## config.mk

```make
export PLATFORM = sky130hd
export DESIGN_NAME = tohs_output_disable
export DESIGN_NICKNAME = d
export VERILOG_FILES = /design/src/tohs_pkg.sv /design/src/tohs_output_disable.sv /design/src/tohs_fault_det.sv
export SDC_FILE = /design/constraint.sdc
export NUM_CORES = 1
export LEC_CHECK = 0
export ABC_AREA = 0
export BUFFER_PORTS_ARGS = -buffer_cell sky130_fd_sc_hd__buf_2
export CAP_MARGIN = 15
export CORE_ASPECT_RATIO = 1.25
export CORE_MARGIN = 1.5
export CORE_UTILIZATION = 50
export CTS_CLUSTER_DIAMETER = 50
export DETAILED_ROUTE_END_ITERATION = 7
export MAX_ROUTING_LAYER = met4
export PLACE_DENSITY = 0.76
export SLEW_MARGIN = 20
export SYNTH_ARGS = -nofsm -noshare
export SYNTH_HDL_FRONTEND = slang
export SYNTH_HIERARCHICAL = 1
export SYNTH_SLANG_ARGS = --single-unit
```

## constraint.sdc

```tcl
create_clock -name clk -period 3.9 [get_ports clk]
set_clock_uncertainty 0.15 [all_clocks]
set_input_delay 0.78 -clock clk [delete_from_list [all_inputs] [get_ports clk]]
set_output_delay 0.78 -clock clk [all_outputs]
set_load 0.02 [all_outputs]
```

## src/tohs_pkg.sv

```systemverilog
// Constants and types shared by the output-disable unit
//
// Operation
// Each fault input selects falling edge, or 16 low samples at PCLK/8/16/128.
// Detection on fault inputs zero to three floats the complementary PWM pins.
// Detection on fault input eight floats the timer channel zero pins.
// Both outputs of a PWM pair active for a cycle floats PWM pins.
// Oscillation stop floats both PWM pins and channel zero pins.
// Software writes force PWM pins and channel zero pins to high impedance.
// An event link signal floats PWM pins and channel zero pins.
// Fault detection and PWM level comparison results can raise an interrupt.
// Channel zero enable bit gates fault input eight; 0 keeps pins driven.
// Fault input two has its own mode field and flag in control one.
// Clock stop enable bit gates the oscillation stop response; 0 keeps driven.
// High impedance holds until software clears the flag after the fault ends.
package tohs_pkg;

    // Register bus geometry
    localparam int ADDR_W = 8;
    localparam int DATA_W = 32;
    localparam int REG_W  = 16;

    // Register byte offsets
    localparam logic [ADDR_W-1:0] OFS_INPUT_CONTROL_1 = 8'h00;
    localparam logic [ADDR_W-1:0] OFS_INPUT_CONTROL_2 = 8'h04;
    localparam logic [ADDR_W-1:0] OFS_CONTROL         = 8'h08;
    localparam logic [ADDR_W-1:0] OFS_STATUS          = 8'h0c;
    localparam logic [ADDR_W-1:0] OFS_MASK            = 8'h10;

    // Reset value of every register
    localparam logic [REG_W-1:0] REG_RESET = 16'h0000;

    // Fault inputs: zero to three, then eight
    localparam int NUM_FAULT  = 5;
    localparam int NUM_GROUP  = 4;
    localparam int FAULT_8    = 4;
    localparam int MODE_W     = 2;

    // input_control_1 layout: four mode fields, flags from bit 12
    localparam int IC1_MODE_W   = NUM_GROUP * MODE_W;
    localparam int IC1_FLAG_LSB = 12;
    // input_control_2 layout: mode of input eight, channel zero enable
    localparam int IC2_MODE_LSB = 0;
    localparam int IC2_CH0_BIT  = 8;
    localparam int IC2_FLAG_BIT = 12;

    // Control register bits
    localparam int CTL_W        = 4;
    localparam int CTL_OST_BIT  = 0;
    localparam int CTL_SWP_BIT  = 1;
    localparam int CTL_SWC_BIT  = 2;
    localparam int CTL_CMP_BIT  = 3;

    // Status and mask bits
    localparam int EV_W       = 8;
    localparam int EV_FAULT   = 0;
    localparam int EV_F8      = 4;
    localparam int EV_CMP     = 5;
    localparam int EV_OST     = 6;
    localparam int EV_EVT     = 7;

    // Timer pin groups
    localparam int NUM_PAIRS = 3;
    localparam int PWM_PINS  = 2 * NUM_PAIRS;
    localparam int CH0_PINS  = 4;

    // Sampling clock division and sample count
    localparam int PRESC_W      = 7;
    localparam int DIV_A        = 8;
    localparam int DIV_B        = 16;
    localparam int DIV_C        = 128;
    localparam int NUM_TICKS    = 3;
    localparam int SAMPLE_COUNT = 16;
    localparam int SAMPLE_W     = 4;

    // Detection mode of one fault input
    typedef enum logic [MODE_W-1:0] {
        MODE_EDGE   = 2'b00,
        MODE_DIV_A  = 2'b01,
        MODE_DIV_B  = 2'b10,
        MODE_DIV_C  = 2'b11
    } tohs_mode_type;

endpackage

```

## src/tohs_output_disable.sv

```systemverilog
// Output-disable unit: forces motor timer pins to high impedance on faults
`timescale 1ns/1ps
module tohs_output_disable
    import tohs_pkg::*;
(
    // Clock and reset
    input  wire logic                clk,
    input  wire logic                nrst,
    // Wishbone classic slave
    input  wire logic                wb_cyc,
    input  wire logic                wb_stb,
    input  wire logic                wb_we,
    input  wire logic [ADDR_W-1:0]   wb_adr,
    input  wire logic [3:0]          wb_sel,
    input  wire logic [DATA_W-1:0]   wb_dat_w,
    output logic      [DATA_W-1:0]   wb_dat_r,
    output logic                     wb_ack,
    // Fault pins, active low
    input  wire logic                fault_input_zero_n,
    input  wire logic                fault_input_one_n,
    input  wire logic                fault_input_two_n,
    input  wire logic                fault_input_three_n,
    input  wire logic                fault_input_eight_n,
    // Clock stop detector level and event link pulse
    input  wire logic                osc_stop,
    input  wire logic                event_link_hiz,
    // Motor timer outputs, pairs as positive/negative bits
    input  wire logic [PWM_PINS-1:0] pwm_out,
    input  wire logic [PWM_PINS-1:0] pwm_out_en,
    input  wire logic [CH0_PINS-1:0] ch0_out,
    input  wire logic [CH0_PINS-1:0] ch0_out_en,
    // Pin drivers
    output logic      [PWM_PINS-1:0] pwm_pin_o,
    output logic      [PWM_PINS-1:0] pwm_pin_oe,
    output logic      [CH0_PINS-1:0] ch0_pin_o,
    output logic      [CH0_PINS-1:0] ch0_pin_oe,
    // Interrupt, active high level
    output logic                     irq
);

    ////////////////////////////////////////////////////////////////////////
    // State

    typedef struct packed {
        logic                  osc_s1;
        logic                  osc_s2;
        logic [PRESC_W-1:0]    presc;
        logic [IC1_MODE_W-1:0] ic1_mode;
        logic [MODE_W-1:0]     ic2_mode;
        logic                  ch0_en;
        logic [CTL_W-1:0]      ctrl;
        logic [EV_W-1:0]       stat;
        logic [EV_W-1:0]       mask;
        logic                  ack;
        logic [DATA_W-1:0]     dat;
        logic                  irq;
        logic [PWM_PINS-1:0]   pwm_o;
        logic [PWM_PINS-1:0]   pwm_oe;
        logic [CH0_PINS-1:0]   ch0_o;
        logic [CH0_PINS-1:0]   ch0_oe;
    } tohs_state_type;

    tohs_state_type q, d;

    ////////////////////////////////////////////////////////////////////////
    // Helpers

    // Merge the two low byte lanes of a write into a 16-bit register
    function automatic logic [REG_W-1:0] merge16(
        input logic [REG_W-1:0]  old,
        input logic [DATA_W-1:0] wd,
        input logic [3:0]        sel
    );
        logic [REG_W-1:0] r;
        r = old;
        if (sel[0]) begin
            r[7:0] = wd[7:0];
        end
        if (sel[1]) begin
            r[15:8] = wd[15:8];
        end
        return r;
    endfunction

    // Tick when the free prescaler hits the last count of a divider
    function automatic logic div_tick(
        input logic [PRESC_W-1:0] cnt,
        input int                 div
    );
        logic [PRESC_W-1:0] m;
        m = PRESC_W'(div - 1);
        return (cnt & m) == m;
    endfunction

    ////////////////////////////////////////////////////////////////////////
    // Fault detectors

    logic [NUM_FAULT-1:0]        fault_n;
    logic [NUM_FAULT-1:0]        fault_det;
    logic [NUM_FAULT*MODE_W-1:0] modes;
    logic [NUM_TICKS-1:0]        ticks;

    // Pin vector: inputs zero to three, then eight
    assign fault_n = {fault_input_eight_n, fault_input_three_n,
                      fault_input_two_n, fault_input_one_n,
                      fault_input_zero_n};
    assign modes   = {q.ic2_mode, q.ic1_mode};

    // Sampling ticks at the three divided rates
    assign ticks = {div_tick(q.presc, DIV_C),
                    div_tick(q.presc, DIV_B),
                    div_tick(q.presc, DIV_A)};

    genvar gi;
    generate
        for (gi = 0; gi < NUM_FAULT; gi++) begin : g_det
            tohs_fault_det u_det (
                .clk    (clk),
                .nrst   (nrst),
                .pin_n  (fault_n[gi]),
                .mode   (modes[gi*MODE_W +: MODE_W]),
                .ticks  (ticks),
                .detect (fault_det[gi])
            );
        end
    endgenerate

    ////////////////////////////////////////////////////////////////////////
    // Complementary output level comparison

    logic [NUM_PAIRS-1:0] pair_short;

    // Both outputs of a pair driven active high at this edge
    generate
        for (gi = 0; gi < NUM_PAIRS; gi++) begin : g_cmp
            assign pair_short[gi] = pwm_out[2*gi] & pwm_out[2*gi+1] &
                                    pwm_out_en[2*gi] &
                                    pwm_out_en[2*gi+1];
        end
    endgenerate

    ////////////////////////////////////////////////////////////////////////
    // Next state

    logic              req;
    logic [EV_W-1:0]   ev_set;
    logic [EV_W-1:0]   ev_clr;
    logic [REG_W-1:0]  rv;
    logic [REG_W-1:0]  wv;
    logic              hiz_pwm;
    logic              hiz_ch0;

    always_comb begin
        d       = q;
        ev_set  = '0;
        ev_clr  = '0;
        rv      = REG_RESET;
        wv      = REG_RESET;
        hiz_pwm = 1'b0;
        hiz_ch0 = 1'b0;
        req     = wb_cyc & wb_stb & ~q.ack;

        // Clock stop synchroniser and free prescaler
        d.osc_s1 = osc_stop;
        d.osc_s2 = q.osc_s1;
        d.presc  = q.presc + PRESC_W'(1);

        // Events that set sticky flags
        ev_set[EV_FAULT +: NUM_GROUP] = fault_det[NUM_GROUP-1:0];
        ev_set[EV_F8]  = fault_det[FAULT_8];
        ev_set[EV_CMP] = q.ctrl[CTL_CMP_BIT] & (|pair_short);
        ev_set[EV_OST] = q.osc_s2;
        ev_set[EV_EVT] = event_link_hiz;

        // Bus access: answer one cycle after the request
        d.ack = req;
        if (req) begin
            unique case (wb_adr)
                OFS_INPUT_CONTROL_1: begin
                    rv = {q.stat[EV_FAULT +: NUM_GROUP],
                          4'h0, q.ic1_mode};
                    if (wb_we) begin
                        wv = merge16(rv, wb_dat_w, wb_sel);
                        d.ic1_mode = wv[IC1_MODE_W-1:0];
                        ev_clr[EV_FAULT +: NUM_GROUP] =
                            wv[IC1_FLAG_LSB +: NUM_GROUP]
                            & (wb_sel[1] ? 4'hf : 4'h0);
                    end
                end
                OFS_INPUT_CONTROL_2: begin
                    rv = REG_RESET;
                    rv[IC2_MODE_LSB +: MODE_W] = q.ic2_mode;
                    rv[IC2_CH0_BIT]  = q.ch0_en;
                    rv[IC2_FLAG_BIT] = q.stat[EV_F8];
                    if (wb_we) begin
                        wv = merge16(rv, wb_dat_w, wb_sel);
                        d.ic2_mode = wv[IC2_MODE_LSB +: MODE_W];
                        d.ch0_en   = wv[IC2_CH0_BIT];
                        ev_clr[EV_F8] = wv[IC2_FLAG_BIT] & wb_sel[1];
                    end
                end
                OFS_CONTROL: begin
                    rv = {12'h000, q.ctrl};
                    if (wb_we) begin
                        wv = merge16(rv, wb_dat_w, wb_sel);
                        d.ctrl = wv[CTL_W-1:0];
                    end
                end
                OFS_STATUS: begin
                    rv = {8'h00, q.stat};
                    if (wb_we && wb_sel[0]) begin
                        ev_clr = wb_dat_w[EV_W-1:0];
                    end
                end
                OFS_MASK: begin
                    rv = {8'h00, q.mask};
                    if (wb_we) begin
                        wv = merge16(rv, wb_dat_w, wb_sel);
                        d.mask = wv[EV_W-1:0];
                    end
                end
                default: rv = REG_RESET;
            endcase
            d.dat = {16'h0000, rv};
        end

        // Sticky flags: a new event wins over a clear in the same cycle
        d.stat = (q.stat & ~ev_clr) | ev_set;

        // Complementary PWM pins float on any of their sources
        hiz_pwm = (|d.stat[EV_FAULT +: NUM_GROUP])
                | d.stat[EV_CMP]
                | (d.stat[EV_OST] & d.ctrl[CTL_OST_BIT])
                | d.ctrl[CTL_SWP_BIT]
                | d.stat[EV_EVT];

        // Channel zero pins float on their sources
        hiz_ch0 = (d.stat[EV_F8] & d.ch0_en)
                | (d.stat[EV_OST] & d.ctrl[CTL_OST_BIT])
                | d.ctrl[CTL_SWC_BIT]
                | d.stat[EV_EVT];

        // Pin drivers follow the timer unless forced off
        d.pwm_o  = pwm_out;
        d.pwm_oe = pwm_out_en & {PWM_PINS{~hiz_pwm}};
        d.ch0_o  = ch0_out;
        d.ch0_oe = ch0_out_en & {CH0_PINS{~hiz_ch0}};

        // Level interrupt from unmasked flags
        d.irq = |(d.stat & d.mask);
    end

    ////////////////////////////////////////////////////////////////////////
    // State register

    always_ff @(posedge clk or negedge nrst) begin
        if (!nrst) begin
            q <= '0;
        end else begin
            q <= d;
        end
    end

    ////////////////////////////////////////////////////////////////////////
    // Outputs

    assign wb_ack     = q.ack;
    assign wb_dat_r   = q.dat;
    assign pwm_pin_o  = q.pwm_o;
    assign pwm_pin_oe = q.pwm_oe;
    assign ch0_pin_o  = q.ch0_o;
    assign ch0_pin_oe = q.ch0_oe;
    assign irq        = q.irq;

endmodule // tohs_output_disable

```

## src/tohs_fault_det.sv

```systemverilog
// Fault input synchroniser with edge and sampled low-level detection
`timescale 1ns/1ps
module tohs_fault_det
    import tohs_pkg::*;
(
    // Clock and reset
    input  wire logic                 clk,
    input  wire logic                 nrst,
    // Fault pin, active low, asynchronous
    input  wire logic                 pin_n,
    // Mode and sampling ticks
    input  wire logic [MODE_W-1:0]    mode,
    input  wire logic [NUM_TICKS-1:0] ticks,
    // Detection pulse
    output logic                      detect
);

    typedef struct packed {
        logic                s1;
        logic                s2;
        logic                prev;
        logic [SAMPLE_W-1:0] cnt;
        logic                det;
    } tohs_det_state_type;

    localparam logic [SAMPLE_W-1:0] LAST = SAMPLE_W'(SAMPLE_COUNT - 1);

    tohs_det_state_type q, d;
    logic               tick;

    // Next state: edge or sampled level detection
    always_comb begin
        d      = q;
        tick   = 1'b0;
        d.s1   = pin_n;
        d.s2   = q.s1;
        d.prev = q.s2;
        d.det  = 1'b0;
        unique case (tohs_mode_type'(mode))
            MODE_EDGE: begin
                d.cnt = '0;
                d.det = q.prev & ~q.s2;
            end
            MODE_DIV_A: tick = ticks[0];
            MODE_DIV_B: tick = ticks[1];
            MODE_DIV_C: tick = ticks[2];
        endcase
        // A high level restarts the run at once, so no count is carried
        // across a high between two samples; edge mode also clears the count
        if (q.s2) begin
            d.cnt = '0;
        end else if (tick) begin
            if (q.cnt == LAST) begin
                d.det = 1'b1;
            end else begin
                d.cnt = q.cnt + SAMPLE_W'(1);
            end
        end
    end

    // State register
    always_ff @(posedge clk or negedge nrst) begin
        if (!nrst) begin
            q <= '0;
        end else begin
            q <= d;
        end
    end

    assign detect = q.det;

endmodule // tohs_fault_det

```

# ---- Yosys cells after proc, flatten, opt, wreduce, memory -nomap -nowiden
# Index checks and enable logic that the tools add are counted.
dict set report word_totals {
  register_bits 118
  inputBits 76
  output_inout_bits 54
}
dict set report classes {
  addsub 6
  n_eq_ne 27
  muxes 62
  n_bitwise 42
  n_reduce_logical 13
}
# op n
set op_table {}
lappend op_table {{8-bit two-way mux} 10}
lappend op_table {{16-bit one-hot mux with 5 select lines} 1}
lappend op_table {{5-bit two-way mux} 15}
lappend op_table {{4-bit two-way mux} 15}
lappend op_table {{4-bit equality test (second input constant)} 6}
lappend op_table {{4-bit by 1-bit adder with 4-bit output (second input constant)} 5}
lappend op_table {{1-bit AND} 20}
lappend op_table {{2-bit equality test (second input constant)} 10}
lappend op_table {{8-bit AND} 2}
lappend op_table {{8-bit by 4-bit equality test with 1-bit output (second input constant)} 2}
lappend op_table {{1-bit one-hot mux with 3 select lines} 5}
lappend op_table {{1-bit two-way mux} 13}
lappend op_table {{4-bit AND reduction} 3}
lappend op_table {{2-bit by 1-bit equality test with 1-bit output (second input constant)} 5}
lappend op_table {{2-bit zero test} 5}
lappend op_table {{4-bit AND} 2}
lappend op_table {{8-bit by 3-bit equality test with 1-bit output (second input constant)} 1}
lappend op_table {{8-bit by 5-bit equality test with 1-bit output (second input constant)} 1}
lappend op_table {{8-bit zero test} 1}
lappend op_table {{1-bit NOT} 8}
lappend op_table {{8-bit NOT} 1}
lappend op_table {{8-bit OR} 1}
lappend op_table {{4-bit one-hot mux with 2 select lines} 1}
lappend op_table {{8-bit OR reduction} 1}
lappend op_table {{other kinds (10)} 16}

# ---- Depth between registers and ports, before layout
dict set report depth {
  depth_word 18
  mapped_depth 8
  ltp_nobuf 8
}

# ---- By module
# Netlist, hierarchy kept.
# mod instances cells_each area_each_um2
set by_module_without_submodules {}
lappend by_module_without_submodules {tohs_output_disable 1 317 3490.8}
lappend by_module_without_submodules {tohs_fault_det 5 45 454.2}

# ---- Worst setup path after synthesis
# Ideal clock, no wire load.
dict set report synth_timing {
  path_kind {register -> register}
  from {reg q[85] (netlist name)}
  to {reg g_det[0].u_det/q[1] (netlist name)}
  setup_ns 0.072
  arrival_ns 2.517
  t_required_ns 3.678
  path_slack_ns 1.162
  stages_incl_launch_ff 9
  path_buffers 0
  period_less_slack_ns 2.738
  cell_sequence {dfrtp_1 ha_1 and3_1 and3_1 and2_1 mux2i_1 a211oi_2 mux2_1 nor2_1}
}
# element line
set synth_rtl {}
lappend synth_rtl {{start, declared} tohs_output_disable.sv:63} ;# tohs_state_type q, d;
lappend synth_rtl {{start signal, assigned} tohs_output_disable.sv:258} ;# q <= '0;
lappend synth_rtl {{start signal, assigned} tohs_output_disable.sv:260} ;# q <= d;
lappend synth_rtl {{end signal, assigned} tohs_fault_det.sv:64} ;# q <= '0;
lappend synth_rtl {{end signal, assigned} tohs_fault_det.sv:66} ;# q <= d;
lappend synth_rtl {{end, declared} tohs_fault_det.sv:28} ;# tohs_det_state_type q, d;

==> key figures <==
Outcome
  • Run status: finished, final reports clean

Place
  • Final GP Congestion: ~0.9
  • IO buf count: 89
  • Placement Cell Area: 5966 µm²
  • Worst slack at placement: 0.7419 ns
  • Final HPWL DP: around 9 mm

STA
  • Max transition margin: 49.21%
  • Final worst-path cycle share: about 75%
  • Fin. max-slew vios: 0
  • Fmax: 341.4 MHz
  • Hold WS: between 0.15 and 0.2 ns
  • Hold Vio Cnt, Final: 0
  • Setup total negative slack: 0 ns
  • RSZ-0062 raised after global routing: no
  • Minimum clock period: between 2 and 3 ns
  • Slew @ Worst Pin: 0.7539 ns
  • Setup ws final: 0.9705 ns
  • Setup-failing EPs final: 0

Routing
  • Vias per cell: 5.597
  • DR WL/cell: between 15 and 20 µm
  • WL final: 12.65 mm
  • DRT antenna net count: 0
  • 1st-pass router iterations: 5
  • Drc violations: 0
  • Iteration-0 DRC Markers: 200
  • Vias: roughly 4.2k

Final layout
  • Post-synthesis to final-layout area growth: 14.25%
  • # nets final: ~680
  • Layout cells sized above 1: 26.55%
  • Design Area, Final: 6583 µm²

CTS
  • Post-CTS resize count: 0
  • TritonCTS clock tree: done
  • Total clock buffers created by CTS: 17
  • Post-CTS Repair Setup Buffers: 0
  • H-tree depth: 4
  • CTS root buf: clkbuf_16
  • CTS Sinks: ~120
  • Max clock buf depth: 2
  • Hold_buf cts: 0
  • Clock slew at reported path FFs: 0.06 ns
  • Worst-skew pair later-pin latency: 0.42 ns

Global routing
  • Maximum number of pins on one net before global-route repair: 64
  • First-pass GRT wire length: 20.64 mm
  • Grt ovf: 0
  • Vias in the first global route: approximately 4.2k
  • Gr usage total: 22.79%
  • Antenna violations before repair: 3

Floorplanning
  • FP Rows: 43
  • Initial core utilization: 51.74%
  • Core area: between 10000 and 15000 µm²
  • Die X: 99.02 µm
  • Die Span Y: approximately 120 µm
  • Full die area: 12180 µm²
  • I/O Pins: 130

Yosys
  • Yosys cell types: 53
  • Post-synth ARST share: 100.0%
  • Post-synthesis cell count: between 500 and 600
  • Most frequent cells after synthesis: dfrtp_1 (115), buf_4 (54), inv_1 (46)
  • Share of the synthesized area in the top cell type: roughly 50%
  • Seq/Total Area, Yosys: 49.95%
  • Avg Cell Area, Syn: 10.63 µm²
  • #FFs+latches synth: roughly 120
  • Mapped cell area: a little under 6000 µm²
  • Top-count cell post-synth: dfrtp_1
  • Largest cells by area after synthesis: dfrtp_1 (50%), buf_4 (7.0%), mux2i_1 (3.5%)
  • EDFF count, synth: 0
  • Top FF cell, synth: dfrtp_1
  • Area leader, netlist: dfrtp_1
  • Syn. warnings: 6

Worst setup path
  • Reg2reg start: q[85]
  • Startpoint Class: flop
  • Setup CP Type: reg -> reg
  • CP endpoint kind: flop
  • Critical path launch point: q[85]
  • Worst endpoint required time: roughly 4 ns
  • Critical path data arrival time: 3.13 ns
  • Worst-path fanout max: 22

Run
  • Max-Cap Viols: 0

Power and ir drop
  • Share of power burned in the clock network: 54.0%
  • Sw Pwr: 676.0 µW
  • Power share of the combinational group: under 10%
  • Register share of total power: 41.8%
  • Switching part of the total power: a little under a quarter
  • Internal power: 2262 µW
  • Overall power: 2938 µW
  • Pwr dens: approximately 450 nW/µm²
  • Lkg Pwr: ~0.0033 µW
  • Worst vdd ir: 0.0002809 V

Worst hold path
  • Hold Crit Class: reg -> reg
  • Worst Hold Launch: g_det[2].u_det/d[6]
stage by stage:
| step | utilization, % | cells |
|---|---|---|
| finish | 59.11 | 752 |
| global route | 59.11 | 752 |
| CTS | 59.04 | 749 |
| detailed placement | 53.57 | 717 |
| global placement | 53.57 | 717 |
| floorplan | - | 560 |
metal layers:
metal | up-vias | wire length [µm] | GRT usage [%]
met5 | - | 0 | -
met4 | 0 | 409 | 11.43
met3 | 36 | 874 | 7.010
met2 | 165 | 6348 | 37.07
met1 | 2034 | 5017 | 25.57
li1 | 1974 | - | -
worst paths after layout:
check / end / slack, ns / cells after the start
setup / recovery: g_det[3].u_det/q[1] / 0.97 / 9
hold / removal: g_det[2].u_det/d[5] / 0.20 / 0
setup reg to reg: g_det[3].u_det/q[1] / 0.97 / 9
hold reg to reg: g_det[2].u_det/d[5] / 0.20 / 0
max in group asynchronous: g_det[3].u_det/q[5] / 2.59 / 2
min in group asynchronous: g_det[2].u_det/d[6] / 0.25 / 1
layout by cell type (no fill, tap or decap), types with 9 or more instances in the layout:
cell	n
inv_1	46
a31oi_1	14
dfrtp_1	115
clkbuf_16	17
nor2b_1	11
nor2_1	26
nand2_1	34
conb_1	19
a21oi_1	23
o21ai_0	21
mux2_2	13
buf_2	88
mux2i_1	20
and3_1	10
nand3_1	9
cell families (layout without fill, tap and decap cells):
family | after synthesis | in the layout | share of synthesized area (%)
compound gates | 121 | 121 | 15.18
fa+ha+maj | 7 | 7 | 1.520
simple gates | 133 | 133 | 12.66
other cells | 1 | 22 | 0.06508
mux | 39 | 39 | 7.188
xor+xnor | 9 | 9 | 1.368
flops | 115 | 115 | 49.95
buf+inv | 117 | 171 | 12.07
final cells by class:
class	instances	area, µm²
repair buffers	93	490.5
inverters	46	172.7
clock inverters	15	183.9
multi-input cells	328	2256
fillers	914	4554
well taps	135	168.9
diodes	3	7.507
flip-flops and latches	115	2878
clock buffers	17	425.4
power by group through the flow:
stage	clock (µW)	sequential [µW]	combinational, µW
global route	1670	1230	139
CTS	1610	1230	126
detailed placement	0	1250	126
floorplan	0	1240	72.6
global placement	0	1250	122
finish	1590	1230	124
worst max-delay path, cell delays in order (launching register included):
cell and delay [ns]:
dfrtp_1 0.36, ha_1 0.17, and3_1 0.15, buf_4 0.27
and3_1 0.23, and2_1 0.51, mux2i_1 0.24, a211oi_2 0.35
mux2_1 0.35, nor2_1 0.08
registers in the layout, summed over array words and instances (netlist names), 4 cells and up:
signal / flops
g_det.u_det/detect: 5
wb_dat_r: 13
g_det.u_det/q: 25
pwm_pin_oe: 6
ch0_pin_o: 4
pwm_pin_o: 6
modes: 10
g_det.u_det/d: 10
ch0_pin_oe: 4
q: 28
No activity file was read; power rests on OpenSTA's default activity.
